<file path="src/design/dtp_pkg.sv">
// constants and carrier types for the dual 10-bit timer / pwm pair
// Contract
// - each channel: 10-bit down counter behind its own programmable prescaler
// - when running, buffered reload enters the counter only at the next underflow
// - when stopped, writing the low reload byte loads the counter at once
// - reading a channel's count gives the live counter, not the reload buffer
// - first control bit 0 runs the counter when set, stops it when clear
// - second control bit 5 picks external input (1) or instruction clock (0)
// - second control bit 4 picks falling (1) or rising (0) external edge
// - prescaler active when second control bit 3 is 0, ratio from bits 2:0
// - prescaler current count is readable per channel
// - one-shot mode (first control bit 2) counts down once then underflows
// - non-stop with reload select set restarts from the stored reload value
// - non-stop with reload select clear restarts from 0x3FF
// - underflow sets flag bit 4 (channel a) or bit 5 (channel b)
// - request when flag, its enable (bit 0 or 1) and global enable are all set
// - underflow flag stays set until software writes 0 to it
// - first control bit 7 routes pwm to the pin and forces it to output
// - first control bit 6 makes the pwm output active low
// - duty value zero keeps the pwm output inactive forever
// - pwm active for duty-value timer input clocks per frame
// - duty written high bits first; new duty applied after next underflow
package dtp_pkg;

    localparam int          DTP_NUM_CH      = 2;
    localparam int          DTP_CNT_W       = 10;
    localparam int          DTP_DIV_W       = 8;
    localparam int          DTP_RATIO_W     = 3;
    localparam int          DTP_INSTR_DIV   = 1;

    localparam logic [9:0]  DTP_CNT_ALL_ONES = 10'h3FF;
    localparam logic [9:0]  DTP_CNT_ZERO     = 10'h000;
    localparam logic [9:0]  DTP_COUNT_RST    = 10'h3FF;
    localparam logic [9:0]  DTP_RELOAD_RST   = 10'h3FF;
    localparam logic [9:0]  DTP_DUTY_RST     = 10'h000;
    localparam logic [7:0]  DTP_HIGH_RST     = 8'h00;
    localparam logic [7:0]  DTP_DIV_RST      = 8'h00;

    // shared high register: duty bits low, reload bits high
    localparam int          DTP_HI_DUTY_LSB_A = 0;
    localparam int          DTP_HI_DUTY_LSB_B = 2;
    localparam int          DTP_HI_RLD_LSB_A  = 4;
    localparam int          DTP_HI_RLD_LSB_B  = 6;

    // second interrupt register image
    localparam int          DTP_IRQ_EN_POS_A   = 0;
    localparam int          DTP_IRQ_EN_POS_B   = 1;
    localparam int          DTP_IRQ_FLAG_POS_A = 4;
    localparam int          DTP_IRQ_FLAG_POS_B = 5;

    typedef struct packed {
        logic       wave_out_enable;
        logic       wave_active_low;
        logic [2:0] unused;
        logic       single_shot;
        logic       reload_select;
        logic       run_enable;
    } dtp_ctrl_first_t;

    typedef struct packed {
        logic [1:0] unused;
        logic       source_select;
        logic       edge_select;
        logic       divider_enable_n;
        logic [2:0] divider_ratio;
    } dtp_ctrl_second_t;

    typedef struct packed {
        logic [9:0] count;
        logic [7:0] divider_count;
        logic       underflow_flag;
        logic       wave;
        logic       wave_oe;
    } dtp_status_t;

endpackage

</file>
<file path="src/design/dtp_prescaler.sv">
// programmable power-of-two prescaler for one timer channel
`timescale 1ns/1ns
module dtp_prescaler
    import dtp_pkg::*;
#(
    parameter int DIV_W   = DTP_DIV_W,
    parameter int RATIO_W = DTP_RATIO_W
) (
    // clock and reset
    input  wire logic               clk_i,
    input  wire logic               rst_n_i,
    // control
    input  wire logic               run_i,
    input  wire logic               enable_n_i,
    input  wire logic [RATIO_W-1:0] ratio_i,
    // ticks
    input  wire logic               tick_i,
    output logic                    tick_o,
    output logic [DIV_W-1:0]        count_o
);

    logic [DIV_W-1:0] count_reg;
    logic [DIV_W-1:0] last;

    // code n divides by 2^(n+1)
    assign last = DIV_W'((32'd2 << ratio_i) - 32'd1);

    always_ff @(posedge clk_i or negedge rst_n_i) begin
        if (!rst_n_i) begin
            count_reg <= DTP_DIV_RST;
        end else if (!run_i || enable_n_i) begin
            count_reg <= DTP_DIV_RST;
        end else if (tick_i) begin
            count_reg <= (count_reg == last) ? DTP_DIV_RST : count_reg + 1'b1;
        end
    end

    // bypassed prescaler passes every source tick
    assign tick_o  = tick_i && (enable_n_i || count_reg == last);
    assign count_o = count_reg;

endmodule

</file>
<file path="src/design/dtp_timer_pair.sv">
// dual 10-bit down-count timer with prescalers and pwm outputs
`timescale 1ns/1ns
module dtp_timer_pair
    import dtp_pkg::*;
#(
    parameter int NUM_CH    = DTP_NUM_CH,
    parameter int CNT_W     = DTP_CNT_W,
    parameter int DIV_W     = DTP_DIV_W,
    parameter int INSTR_DIV = DTP_INSTR_DIV
) (
    // clock and reset
    input  wire logic                          REF_CLK_I,
    input  wire logic                          RST_N_I,
    // external count pin
    input  wire logic                          EXT_COUNT_I,
    // shared high bits register write
    input  wire logic                          HIGH_WR_I,
    input  wire logic [7:0]                    HIGH_DATA_I,
    // low byte writes, one strobe per channel
    input  wire logic [NUM_CH-1:0]             RELOAD_WR_I,
    input  wire logic [NUM_CH-1:0]             DUTY_WR_I,
    input  wire logic [7:0]                    WR_DATA_I,
    // control registers
    input  wire dtp_ctrl_first_t  [NUM_CH-1:0] CTRL_FIRST_I,
    input  wire dtp_ctrl_second_t [NUM_CH-1:0] CTRL_SECOND_I,
    // interrupt control
    input  wire logic [NUM_CH-1:0]             IRQ_ENABLE_I,
    input  wire logic                          GLOBAL_IRQ_ENABLE_I,
    input  wire logic [NUM_CH-1:0]             FLAG_CLEAR_I,
    // status
    output dtp_status_t [NUM_CH-1:0]           STATUS_O,
    output logic [7:0]                         HIGH_BITS_O,
    output logic [7:0]                         IRQ_REG_O,
    output logic                               IRQ_REQ_O
);

    ////////////////////////////////////////////////////////////////////////
    // instruction clock enable

    localparam int DIV_CW = (INSTR_DIV > 1) ? $clog2(INSTR_DIV) : 1;

    logic [DIV_CW-1:0] instr_cnt_reg;
    logic              instr_tick;

    always_ff @(posedge REF_CLK_I or negedge RST_N_I) begin
        if (!RST_N_I) begin
            instr_cnt_reg <= '0;
        end else if (instr_cnt_reg == DIV_CW'(INSTR_DIV - 1)) begin
            instr_cnt_reg <= '0;
        end else begin
            instr_cnt_reg <= instr_cnt_reg + 1'b1;
        end
    end

    // divide of one means every reference edge
    assign instr_tick = (INSTR_DIV <= 1) || (instr_cnt_reg == DIV_CW'(INSTR_DIV - 1));

    ////////////////////////////////////////////////////////////////////////
    // external pin edges

    logic ext_prev_reg;
    logic ext_rise;
    logic ext_fall;

    always_ff @(posedge REF_CLK_I or negedge RST_N_I) begin
        if (!RST_N_I) begin
            ext_prev_reg <= 1'b0;
        end else begin
            ext_prev_reg <= EXT_COUNT_I;
        end
    end

    assign ext_rise = EXT_COUNT_I && !ext_prev_reg;
    assign ext_fall = !EXT_COUNT_I && ext_prev_reg;

    ////////////////////////////////////////////////////////////////////////
    // shared high bits register

    logic [7:0] high_reg;

    always_ff @(posedge REF_CLK_I or negedge RST_N_I) begin
        if (!RST_N_I) begin
            high_reg <= DTP_HIGH_RST;
        end else if (HIGH_WR_I) begin
            high_reg <= HIGH_DATA_I;
        end
    end

    assign HIGH_BITS_O = high_reg;

    ////////////////////////////////////////////////////////////////////////
    // channels

    logic [NUM_CH-1:0] flags;

    genvar ch;
    generate
        for (ch = 0; ch < NUM_CH; ch++) begin : g_chan
            localparam int RLD_LSB  = (ch == 0) ? DTP_HI_RLD_LSB_A : DTP_HI_RLD_LSB_B;
            localparam int DUTY_LSB = (ch == 0) ? DTP_HI_DUTY_LSB_A : DTP_HI_DUTY_LSB_B;

            dtp_ctrl_first_t  c1;
            dtp_ctrl_second_t c2;
            logic             src_tick;
            logic             cnt_tick;
            logic             run;
            logic             step;
            logic             underflow;
            logic             load_now;
            logic [CNT_W-1:0] wr_value;
            logic [CNT_W-1:0] count_reg;
            logic [CNT_W-1:0] reload_reg;
            logic [CNT_W-1:0] duty_buf_reg;
            logic [CNT_W-1:0] duty_act_reg;
            logic             done_reg;
            logic             flag_reg;
            logic [DIV_W-1:0] div_count;
            logic             wave;
            logic             wave_oe;

            assign c1 = CTRL_FIRST_I[ch];
            assign c2 = CTRL_SECOND_I[ch];

            // source pick: instruction clock or chosen pin edge
            assign src_tick = c2.source_select ? (c2.edge_select ? ext_fall : ext_rise)
                                               : instr_tick;

            // one-shot stops after its single pass until rearmed
            assign run = c1.run_enable && !done_reg;

            dtp_prescaler #(
                .DIV_W   (DIV_W),
                .RATIO_W (DTP_RATIO_W)
            ) u_prescaler (
                .clk_i      (REF_CLK_I),
                .rst_n_i    (RST_N_I),
                .run_i      (run),
                .enable_n_i (c2.divider_enable_n),
                .ratio_i    (c2.divider_ratio),
                .tick_i     (src_tick),
                .tick_o     (cnt_tick),
                .count_o    (div_count)
            );

            assign step      = run && cnt_tick;
            assign underflow = step && (count_reg == DTP_CNT_ZERO);

            // upper bits must already sit in the high register
            assign wr_value  = {high_reg[RLD_LSB +: 2], WR_DATA_I};
            assign load_now  = RELOAD_WR_I[ch] && !c1.run_enable;

            // reload buffer, double-buffered against the counter
            always_ff @(posedge REF_CLK_I or negedge RST_N_I) begin
                if (!RST_N_I) begin
                    reload_reg <= DTP_RELOAD_RST;
                end else if (RELOAD_WR_I[ch]) begin
                    reload_reg <= wr_value;
                end
            end

            always_ff @(posedge REF_CLK_I or negedge RST_N_I) begin
                if (!RST_N_I) begin
                    count_reg <= DTP_COUNT_RST;
                end else if (load_now) begin
                    count_reg <= wr_value;
                end else if (underflow) begin
                    if (c1.single_shot || c1.reload_select) begin
                        count_reg <= reload_reg;
                    end else begin
                        count_reg <= DTP_CNT_ALL_ONES;
                    end
                end else if (step) begin
                    count_reg <= count_reg - 1'b1;
                end
            end

            // held once a one-shot pass ends; cleared by stop or new reload
            always_ff @(posedge REF_CLK_I or negedge RST_N_I) begin
                if (!RST_N_I) begin
                    done_reg <= 1'b0;
                end else if (!c1.run_enable) begin
                    done_reg <= 1'b0;
                end else if (underflow && c1.single_shot) begin
                    done_reg <= 1'b1;
                end else if (RELOAD_WR_I[ch]) begin
                    done_reg <= 1'b0;
                end
            end

            // duty double buffer: taken into use at the frame boundary
            always_ff @(posedge REF_CLK_I or negedge RST_N_I) begin
                if (!RST_N_I) begin
                    duty_buf_reg <= DTP_DUTY_RST;
                end else if (DUTY_WR_I[ch]) begin
                    duty_buf_reg <= {high_reg[DUTY_LSB +: 2], WR_DATA_I};
                end
            end

            always_ff @(posedge REF_CLK_I or negedge RST_N_I) begin
                if (!RST_N_I) begin
                    duty_act_reg <= DTP_DUTY_RST;
                end else if (underflow) begin
                    duty_act_reg <= duty_buf_reg;
                end
            end

            // set beats a clear arriving in the same cycle
            always_ff @(posedge REF_CLK_I or negedge RST_N_I) begin
                if (!RST_N_I) begin
                    flag_reg <= 1'b0;
                end else if (underflow) begin
                    flag_reg <= 1'b1;
                end else if (FLAG_CLEAR_I[ch]) begin
                    flag_reg <= 1'b0;
                end
            end

            // duty above reload would leave the output stuck active
            dtp_wave_out #(
                .CNT_W (CNT_W)
            ) u_wave (
                .clk_i        (REF_CLK_I),
                .rst_n_i      (RST_N_I),
                .count_i      (count_reg),
                .duty_i       (duty_act_reg),
                .run_i        (run),
                .active_low_i (c1.wave_active_low),
                .out_enable_i (c1.wave_out_enable),
                .wave_o       (wave),
                .oe_o         (wave_oe)
            );

            assign flags[ch] = flag_reg;

            assign STATUS_O[ch].count          = count_reg;
            assign STATUS_O[ch].divider_count  = div_count;
            assign STATUS_O[ch].underflow_flag = flag_reg;
            assign STATUS_O[ch].wave           = wave;
            assign STATUS_O[ch].wave_oe        = wave_oe;
        end
    endgenerate

    ////////////////////////////////////////////////////////////////////////
    // interrupt request and register image

    assign IRQ_REQ_O = GLOBAL_IRQ_ENABLE_I && |(flags & IRQ_ENABLE_I);

    always_comb begin
        IRQ_REG_O                     = 8'h00;
        IRQ_REG_O[DTP_IRQ_EN_POS_A]   = IRQ_ENABLE_I[0];
        IRQ_REG_O[DTP_IRQ_EN_POS_B]   = IRQ_ENABLE_I[NUM_CH-1];
        IRQ_REG_O[DTP_IRQ_FLAG_POS_A] = flags[0];
        IRQ_REG_O[DTP_IRQ_FLAG_POS_B] = flags[NUM_CH-1];
    end

endmodule

</file>
<file path="src/design/dtp_wave_out.sv">
// pwm compare, polarity and pin drive for one channel
`timescale 1ns/1ns
module dtp_wave_out
    import dtp_pkg::*;
#(
    parameter int CNT_W = DTP_CNT_W
) (
    // clock and reset
    input  wire logic             clk_i,
    input  wire logic             rst_n_i,
    // compare inputs
    input  wire logic [CNT_W-1:0] count_i,
    input  wire logic [CNT_W-1:0] duty_i,
    input  wire logic             run_i,
    // pin control
    input  wire logic             active_low_i,
    input  wire logic             out_enable_i,
    output logic                  wave_o,
    output logic                  oe_o
);

    logic wave_reg;
    logic oe_reg;
    logic active;

    // active tail of each frame; duty zero never matches
    assign active = run_i && (count_i < duty_i);

    always_ff @(posedge clk_i or negedge rst_n_i) begin
        if (!rst_n_i) begin
            wave_reg <= 1'b0;
        end else begin
            wave_reg <= active ^ active_low_i;
        end
    end

    always_ff @(posedge clk_i or negedge rst_n_i) begin
        if (!rst_n_i) begin
            oe_reg <= 1'b0;
        end else begin
            oe_reg <= out_enable_i;
        end
    end

    assign wave_o = wave_reg;
    assign oe_o   = oe_reg;

endmodule

</file>
<file path="config.mk">
export PLATFORM = sky130hd
export DESIGN_NAME = dtp_timer_pair
export DESIGN_NICKNAME = d
export VERILOG_FILES = /design/src/design/dtp_pkg.sv /design/src/design/dtp_prescaler.sv /design/src/design/dtp_timer_pair.sv /design/src/design/dtp_wave_out.sv
export SDC_FILE = /design/constraint.sdc
export NUM_CORES = 1
export LEC_CHECK = 0
export BUFFER_PORTS_ARGS = -buffer_cell sky130_fd_sc_hd__buf_2
export CAP_MARGIN = 20
export CORE_MARGIN = 2
export CORE_UTILIZATION = 50
export CTS_BUF_LIST = sky130_fd_sc_hd__clkbuf_16
export CTS_CLUSTER_SIZE = 10
export DETAILED_ROUTE_END_ITERATION = 16
export PLACE_DENSITY = 0.73
export SLEW_MARGIN = 0
export SYNTH_ARGS = -nofsm -noshare
export SYNTH_HDL_FRONTEND = slang
export SYNTH_SLANG_ARGS = --single-unit
export TNS_END_PERCENT = 20
</file>
<file path="constraint.sdc">
create_clock -name REF_CLK_I -period 4.05 [get_ports REF_CLK_I]
set_input_delay 0.81 -clock REF_CLK_I [delete_from_list [all_inputs] [get_ports REF_CLK_I]]
set_output_delay 0.81 -clock REF_CLK_I [all_outputs]
set_load 0.1 [all_outputs]
</file>
==> out/metrics.cfg, run 1 <==
[critical_path]
cp.required_ns = 4.38
r2r-end = g_chan[0].duty_act_reg[7]$_DFFE_PN0P_
reg2reg_slack_ns = 1.25
reg2reg_depth = 9
critPathSlowestCell = or4b_1
cp.arrival_ns = 3.72
endpoint = g_chan[1].count_reg[6]$_DFFE_PN1P_
cp_slowest_stage_delay_ns = 0.55
crit_start = CTRL_SECOND_I[10]
r2r_start = g_chan[0].count_reg[0]$_DFFE_PN1P_
cp-start-kind = input pin
crit_chain = buf_2, or3_1, ha_1, or4b_1, nand3_1, xnor2_1, a31oi_4, nand2b_4, buf_4, mux2_2, a221o_1
crit_path_end_kind = register
critical_path_class = input pin to register
crit_path_max_fanout = 14

[yosys]
synthMuxAreaShare_pct = 11.5
synth-async-reset-ratio_pct = 100
netlist_area_um2 = 6110
yosysUniqueCellTypes = 67
synth-simple-area-share_pct = 14.7
synth_top_family_by_area = simple AND/OR/NAND/NOR gates
ys_ff_latch = 113
syn_avg_cell_area_um2 = 10.7
synth_edf_count = 0
synthXorXnorAreaFrac_pct = 3.15
seq_area_frac_synth_pct = 47.1
synth_fa_ha_area_share_pct = 4.91
synthCells = 569
yosys_warnings = 0
synth_compound_area_share_pct = 13.4
synth-main-ff-cell = dfrtp_1

[min_path]
hold_path_class = register to register

[power_and_ir_drop]
p_sw_uw = 1370
p_sw_share_pct = 36.8
vdd_drop_max_v = 0.000313
powerDensity_nw_per_um2 = 520
p_leak_uw = 0.00327
intPower_uw = 2360
power_frac_seq_pct = 38.9
p_clk_share_pct = 33.1
combPwrFrac_pct = 28.0

[place]
dpl_worst_slack_ns = 0.253
gp_congestion = 0.913
io_buffers = 105
dp_hpwl_mm = 10.0

[timing]
whs_ns = 0.471
setup_tns_ns = 0
max-slew-margin-rel_pct = 37.6
hold_viol = 0
timing.final.crit_share_pct = 83.7
rsz0062_at_grt = no
period_needed_ns = 3.39
finClkSkew_ns = 0.00688
setup_viol = 0
fin_ws_ns = 0.661
drv_slew = 0
fmax_ghz = 0.295
tightest_slew_ns = 0.935

[cells_and_area]
fillers = 955
final_common_cell = buf_2
diodes = 0
drive_gt1_share_pct = 36.8
nNetsFinal = 751
mostFrequentLayoutCells = 104 x buf_2, 73 x dfrtp_1, 59 x mux2_2, 44 x nand2_1, 40 x dfstp_2
synthToLayoutAreaGrowth_pct = 17.5
fin_util_pct = 60.1

[clocking]
cts_hold_buffers = 0
cts_num_sinks = 113
numCtsBuffers = 17
clock_latency_ns = 0.41
cts_setup_buffers = 0
cts.htree.levels = 4
tritoncts = built
cts_root_buf = clkbuf_16
clockBufferDepth = 2
cts_resized = 0
clkTransAtPathRegs_ns = 0.05

[outcome]
outcome = finished clean

[global_routing]
antenna_found_initial = 0
grt_pass1_vias = 4654
grt_pass1_wl_mm = 23.2
grt_usage_pct = 22.5
grt_max_degree = 77
grt_overflow = 0

[drt]
wl_mm = 14.2
drt_iter0_drc = 409
vias = 4820
drc_errors = 0
ant_nets = 0
first_pass_iters = 8
wl_per_cell_um = 17.2
viasPerCell = 5.84

[floorplanning]
io_pins = 120
fp.coreArea_um2 = 12000
die_area_um2 = 13100
die_y_um = 115
rows = 40
floorplan.die.width_um = 115
initial_core_util_pct = 51.1

[flow_run]
drv_cap = 0

-- worst max-delay path: cells and delay by family --
| kind | cells | cell delay (ns) |
|---|---|---|
| buffers and inverters | 2 | 0.36 |
| and+or+nand+nor | 4 | 1.23 |
| adders and majority gates | 1 | 0.28 |
| muxes | 1 | 0.35 |
| xor gates and xnor gates | 1 | 0.10 |
| AOI/OAI and AO/OA | 2 | 0.58 |
-- layout make-up --
class                           instances  area, µm²  area share (%)
Tap cell                              147        184            2.56
Multi-Input combinational cell        394       2930            40.8
Timing Repair Buffer                  112        593            8.26
Inverter                               28        105            1.46
Clock inverter                         15       65.1           0.906
Sequential cell                       113       2880            40.1
Clock buffer                           17        425            5.92
-- power by group through the flow --
stage | sequential, µW | clock, µW | combinational [µW]
2_1_floorplan | 1810 | 0 | 482
3_3_place_gp | 1460 | 0 | 1020
3_5_place_dp | 1460 | 0 | 1050
4_1_cts | 1450 | 1260 | 1050
5_1_grt | 1470 | 1320 | 1130
6_report | 1450 | 1240 | 1050
-- worst min-delay path by stage --
stage                                           from                               endpoint  cells past startpoint
6_report       g_chan[0].duty_buf_reg[2]$_DFFE_PN0P_  g_chan[0].duty_act_reg[2]$_DFFE_PN0P_                      2
5_1_grt                             CTRL_FIRST_I[15]        g_chan[1].u_wave.oe_o$_DFF_PN0_                      1
4_1_cts        g_chan[0].duty_buf_reg[9]$_DFFE_PN0P_  g_chan[0].duty_act_reg[9]$_DFFE_PN0P_                      2
3_5_place_dp   g_chan[0].duty_buf_reg[9]$_DFFE_PN0P_  g_chan[0].duty_act_reg[9]$_DFFE_PN0P_                      2
3_3_place_gp   g_chan[0].duty_buf_reg[6]$_DFFE_PN0P_  g_chan[0].duty_act_reg[6]$_DFFE_PN0P_                      2
2_1_floorplan  g_chan[0].duty_buf_reg[1]$_DFFE_PN0P_  g_chan[0].duty_act_reg[1]$_DFFE_PN0P_                      2
-- stage by stage --
step           total power [µW]  area [µm²]  std cells
2_1_floorplan              2290        6130        572
3_3_place_gp               2480        6690        794
3_5_place_dp               2510        6690        794
4_1_cts                    3760        7180        826
5_1_grt                    3920        7180        826
6_report                   3740        7180        826
-- routing by layer --
metal | GRT usage [%] | part of all wire (%) | vias up
met2 | 35.7 | 48 | 180
met3 | 5.08 | 5.6 | 27
met1 | 30.1 | 44 | 2349
li1 | - | - | 2264
met5 | 0 | 0 | -
met4 | 8.78 | 2.2 | 0
-- cells in the mapped netlist, drive strengths merged, types with 4 or more instances --
| cell type | number | area share [%] |
|---|---|---|
| nand2 | 44 | 2.7 |
| o311ai | 5 | 0.72 |
| a221o | 13 | 2.1 |
| nor2 | 19 | 1.2 |
| nand3 | 13 | 1.1 |
| xor2 | 11 | 1.6 |
| or2 | 6 | 0.61 |
| o21ai | 30 | 2.5 |
| or3 | 9 | 0.92 |
| nand2b | 10 | 1.1 |
| dfrtp | 73 | 30 |
| nor3b | 5 | 0.61 |
| and3 | 5 | 0.51 |
| mux2 | 60 | 11 |
| dfstp | 40 | 17 |
| ha | 24 | 4.9 |
| inv | 28 | 1.7 |
| a21oi | 9 | 0.74 |
| o211ai | 4 | 0.49 |
| nor4 | 4 | 0.41 |
| nor3 | 32 | 2.6 |
| a31oi | 8 | 1.1 |
| a211oi | 11 | 1.4 |
| xnor2 | 11 | 1.6 |
| clkbuf | 13 | 0.80 |
| or4 | 5 | 0.68 |
| buf | 24 | 2.6 |
| nor2b | 5 | 0.51 |
-- cells by family after synthesis --
kind of cell	after synthesis
compound gates	111
buf+inv	65
other cells	1
xor+xnor	22
flops	113
fa+ha+maj	24
mux	63
simple gates	170
(Power assumes the default switching activity.)
==> run 2: changes to the inputs <==
--- a/config.mk
+++ b/config.mk
@@ -12,7 +12,7 @@
 export CTS_BUF_LIST = sky130_fd_sc_hd__clkbuf_16
 export CTS_CLUSTER_SIZE = 10
 export DETAILED_ROUTE_END_ITERATION = 16
-export PLACE_DENSITY = 0.73
+export PLACE_DENSITY = 0.76
 export SLEW_MARGIN = 0
 export SYNTH_ARGS = -nofsm -noshare
 export SYNTH_HDL_FRONTEND = slang
==> constraint.sdc (replaced) <==
create_clock -name REF_CLK_I -period 2.8 [get_ports REF_CLK_I]
set_input_delay 0.56 -clock REF_CLK_I [delete_from_list [all_inputs] [get_ports REF_CLK_I]]
set_output_delay 0.56 -clock REF_CLK_I [all_outputs]
set_load 0.1 [all_outputs]
==> run 2 against run 1 <==
Effect of this change:
- worst setup slack worse by 0.55 ns
- first-iteration DRC count down 12%
- critical path depth down 1
- critical endpoint is now g_chan[0].u_prescaler.count_o[3]$_DFFE_PN0P_
- highest routed layer unchanged
- critical path type unchanged
==> out/metrics.cfg, run 2 (synthesis gave the netlist of run 1 again) <==
[clocking]
numCtsBuffers = 17  ; unchanged
clockBufferDepth = 2  ; unchanged
clkTransAtPathRegs_ns = 0.06  ; was 0.05 ns
cts_num_sinks = 113  ; unchanged
cts.htree.levels = 4  ; unchanged
cts_root_buf = clkbuf_16  ; unchanged
tritoncts = built  ; unchanged
clock_latency_ns = 0.42  ; was 0.41 ns
cts_hold_buffers = 0  ; unchanged

[global_routing]
antenna_found_initial = 1  ; was 0
grt_overflow = 0  ; unchanged
grt_pass1_vias = 4905  ; was 4654
grt_max_degree = 65  ; was 77
grt_pass1_wl_mm = 24.2  ; was 23.2 mm
grt_usage_pct = 23.7  ; was 22.5%

[timing]
max-slew-margin-rel_pct = 47.6  ; was 37.6%
fmax_ghz = 0.372
rsz0062_at_grt = yes  ; was no
timing.final.crit_share_pct = 95.9
setup_viol = 0  ; unchanged
drv_slew = 0  ; unchanged
hold_viol = 0  ; unchanged
period_needed_ns = 2.69
finClkSkew_ns = 0.0101  ; was 0.00688 ns
tightest_slew_ns = 0.785  ; was 0.935 ns
setup_tns_ns = 0  ; unchanged

[cells_and_area]
synthToLayoutAreaGrowth_pct = 22.9  ; was 17.5%
drive_gt1_share_pct = 42.0  ; was 36.8%
nNetsFinal = 776  ; was 751
final_common_cell = buf_2  ; unchanged
mostFrequentLayoutCells = 104 x buf_2, 73 x dfrtp_1, 58 x mux2_2, 44 x nand2_1, 40 x dfstp_2  ; was 104 x buf_2, 73 x dfrtp_1, 59 x mux2_2, 44 x nand2_1, 40 x dfstp_2
fin_util_pct = 62.8  ; was 60.1%

[critical_path]
cp.arrival_ns = 2.99  ; was 3.72 ns
critical_path_class = input pin to register  ; unchanged
crit_path_max_fanout = 8  ; was 14
reg2reg_slack_ns = 0.17  ; was 1.25 ns
r2r_start = g_chan[0].count_reg[0]$_DFFE_PN1P_  ; unchanged
cp-start-kind = input pin  ; unchanged
cp.required_ns = 3.10  ; was 4.38 ns
crit_path_end_kind = register  ; unchanged
crit_start = CTRL_SECOND_I[0]  ; was CTRL_SECOND_I[10]

[floorplanning]
io_pins = 120  ; unchanged
die_area_um2 = 13100  ; unchanged
initial_core_util_pct = 51.1  ; unchanged
fp.coreArea_um2 = 12000  ; unchanged
floorplan.die.width_um = 115  ; unchanged
rows = 40  ; unchanged
die_y_um = 115  ; unchanged

[power_and_ir_drop]
p_leak_uw = 0.00340  ; was 0.00327 µW
powerDensity_nw_per_um2 = 740  ; was 520 nW/µm²
vdd_drop_max_v = 0.000454  ; was 0.000313 V

[place]
io_buffers = 105  ; unchanged
gp_congestion = 0.866  ; was 0.913
dp_hpwl_mm = 10.6  ; was 10.0 mm

[drt]
first_pass_iters = 4  ; was 8
wl_mm = 14.7  ; was 14.2 mm
viasPerCell = 5.79  ; was 5.84
vias = 4936  ; was 4820
drc_errors = 0  ; unchanged
wl_per_cell_um = 17.2  ; about the same
drt_iter0_drc = 358  ; was 409
ant_nets = 0  ; unchanged

[outcome]
outcome = finished clean  ; unchanged

[flow_run]
drv_cap = 0  ; unchanged

[min_path]
hold_path_class = input pin to asynchronous set/reset pin  ; was register to register

## run 2: layout make-up
type / count / area (µm²)
diodes: 1 / 2.50
multi-input cells: 394 / 3040
flip-flops and latches: 113 / 2880
clock buffers: 17 / 425
clock inverters: 15 / 97.6
fillers: 935 / 4440
well taps: 147 / 184
inverters: 28 / 105
repair buffers: 137 / 781
## run 2: through the flow
stage	setup slack, ns	hold WS [ns]	power (µW)	cell area, µm²	cells
2_1_floorplan	-0.228	0.264	3330	6260	572
3_3_place_gp	-0.251	0.459	3620	6980	819
3_5_place_dp	-0.329	0.467	3680	6980	819
4_1_cts	0.0982	0.188	5590	7510	851
5_1_grt	-0.00452	0.205	5800	7510	851
6_report	0.115	0.168	5560	7520	852
## run 2: routing by layer
layer  GRT usage (%)  wire (µm)  vias to the layer above
li1                -          -                     2308
met1            29.8       6330                     2439
met2            39.5       7280                      159
met3            5.29        750                       30
met4            9.67        315                        0
met5               0          0                        -
## run 2: power breakdown
group	switching (µW)	internal [µW]	leakage, µW	total (µW)
registers	192	1910	0.00133	2100
clock network	782	1120	0.000252	1900
logic	1110	453	0.00182	1560
## run 2: final timing paths
path / end / depth (start not counted)
setup / recovery: g_chan[0].u_prescaler.count_o[3]$_DFFE_PN0P_ / 10
setup reg to reg: g_chan[0].count_reg[5]$_DFFE_PN1P_ / 9
hold / removal: HIGH_BITS_O[6]$_DFFE_PN0P_ / 1
hold reg to reg: g_chan[0].duty_act_reg[7]$_DFFE_PN0P_ / 2
min in group REF_CLK_I: g_chan[0].u_wave.oe_o$_DFF_PN0_ / 1
max in group asynchronous: g_chan[0].count_reg[6]$_DFFE_PN1P_ / 2
## run 2: timing repair
item | CTS | global route
resized for setup | 0 | 3
endpoints found under the setup margin | 0 | 11
setup buffers | 0 | 0
## run 2: worst max-delay path, stage by stage
cell and delay [ns]:
buf_2 0.10, or3_4 0.40, ha_4 0.19, nor3b_4 0.16, or4_1 0.53, a22oi_1 0.21, a31o_2 0.20, or2_1 0.26
nor3_1 0.10, a211o_1 0.27
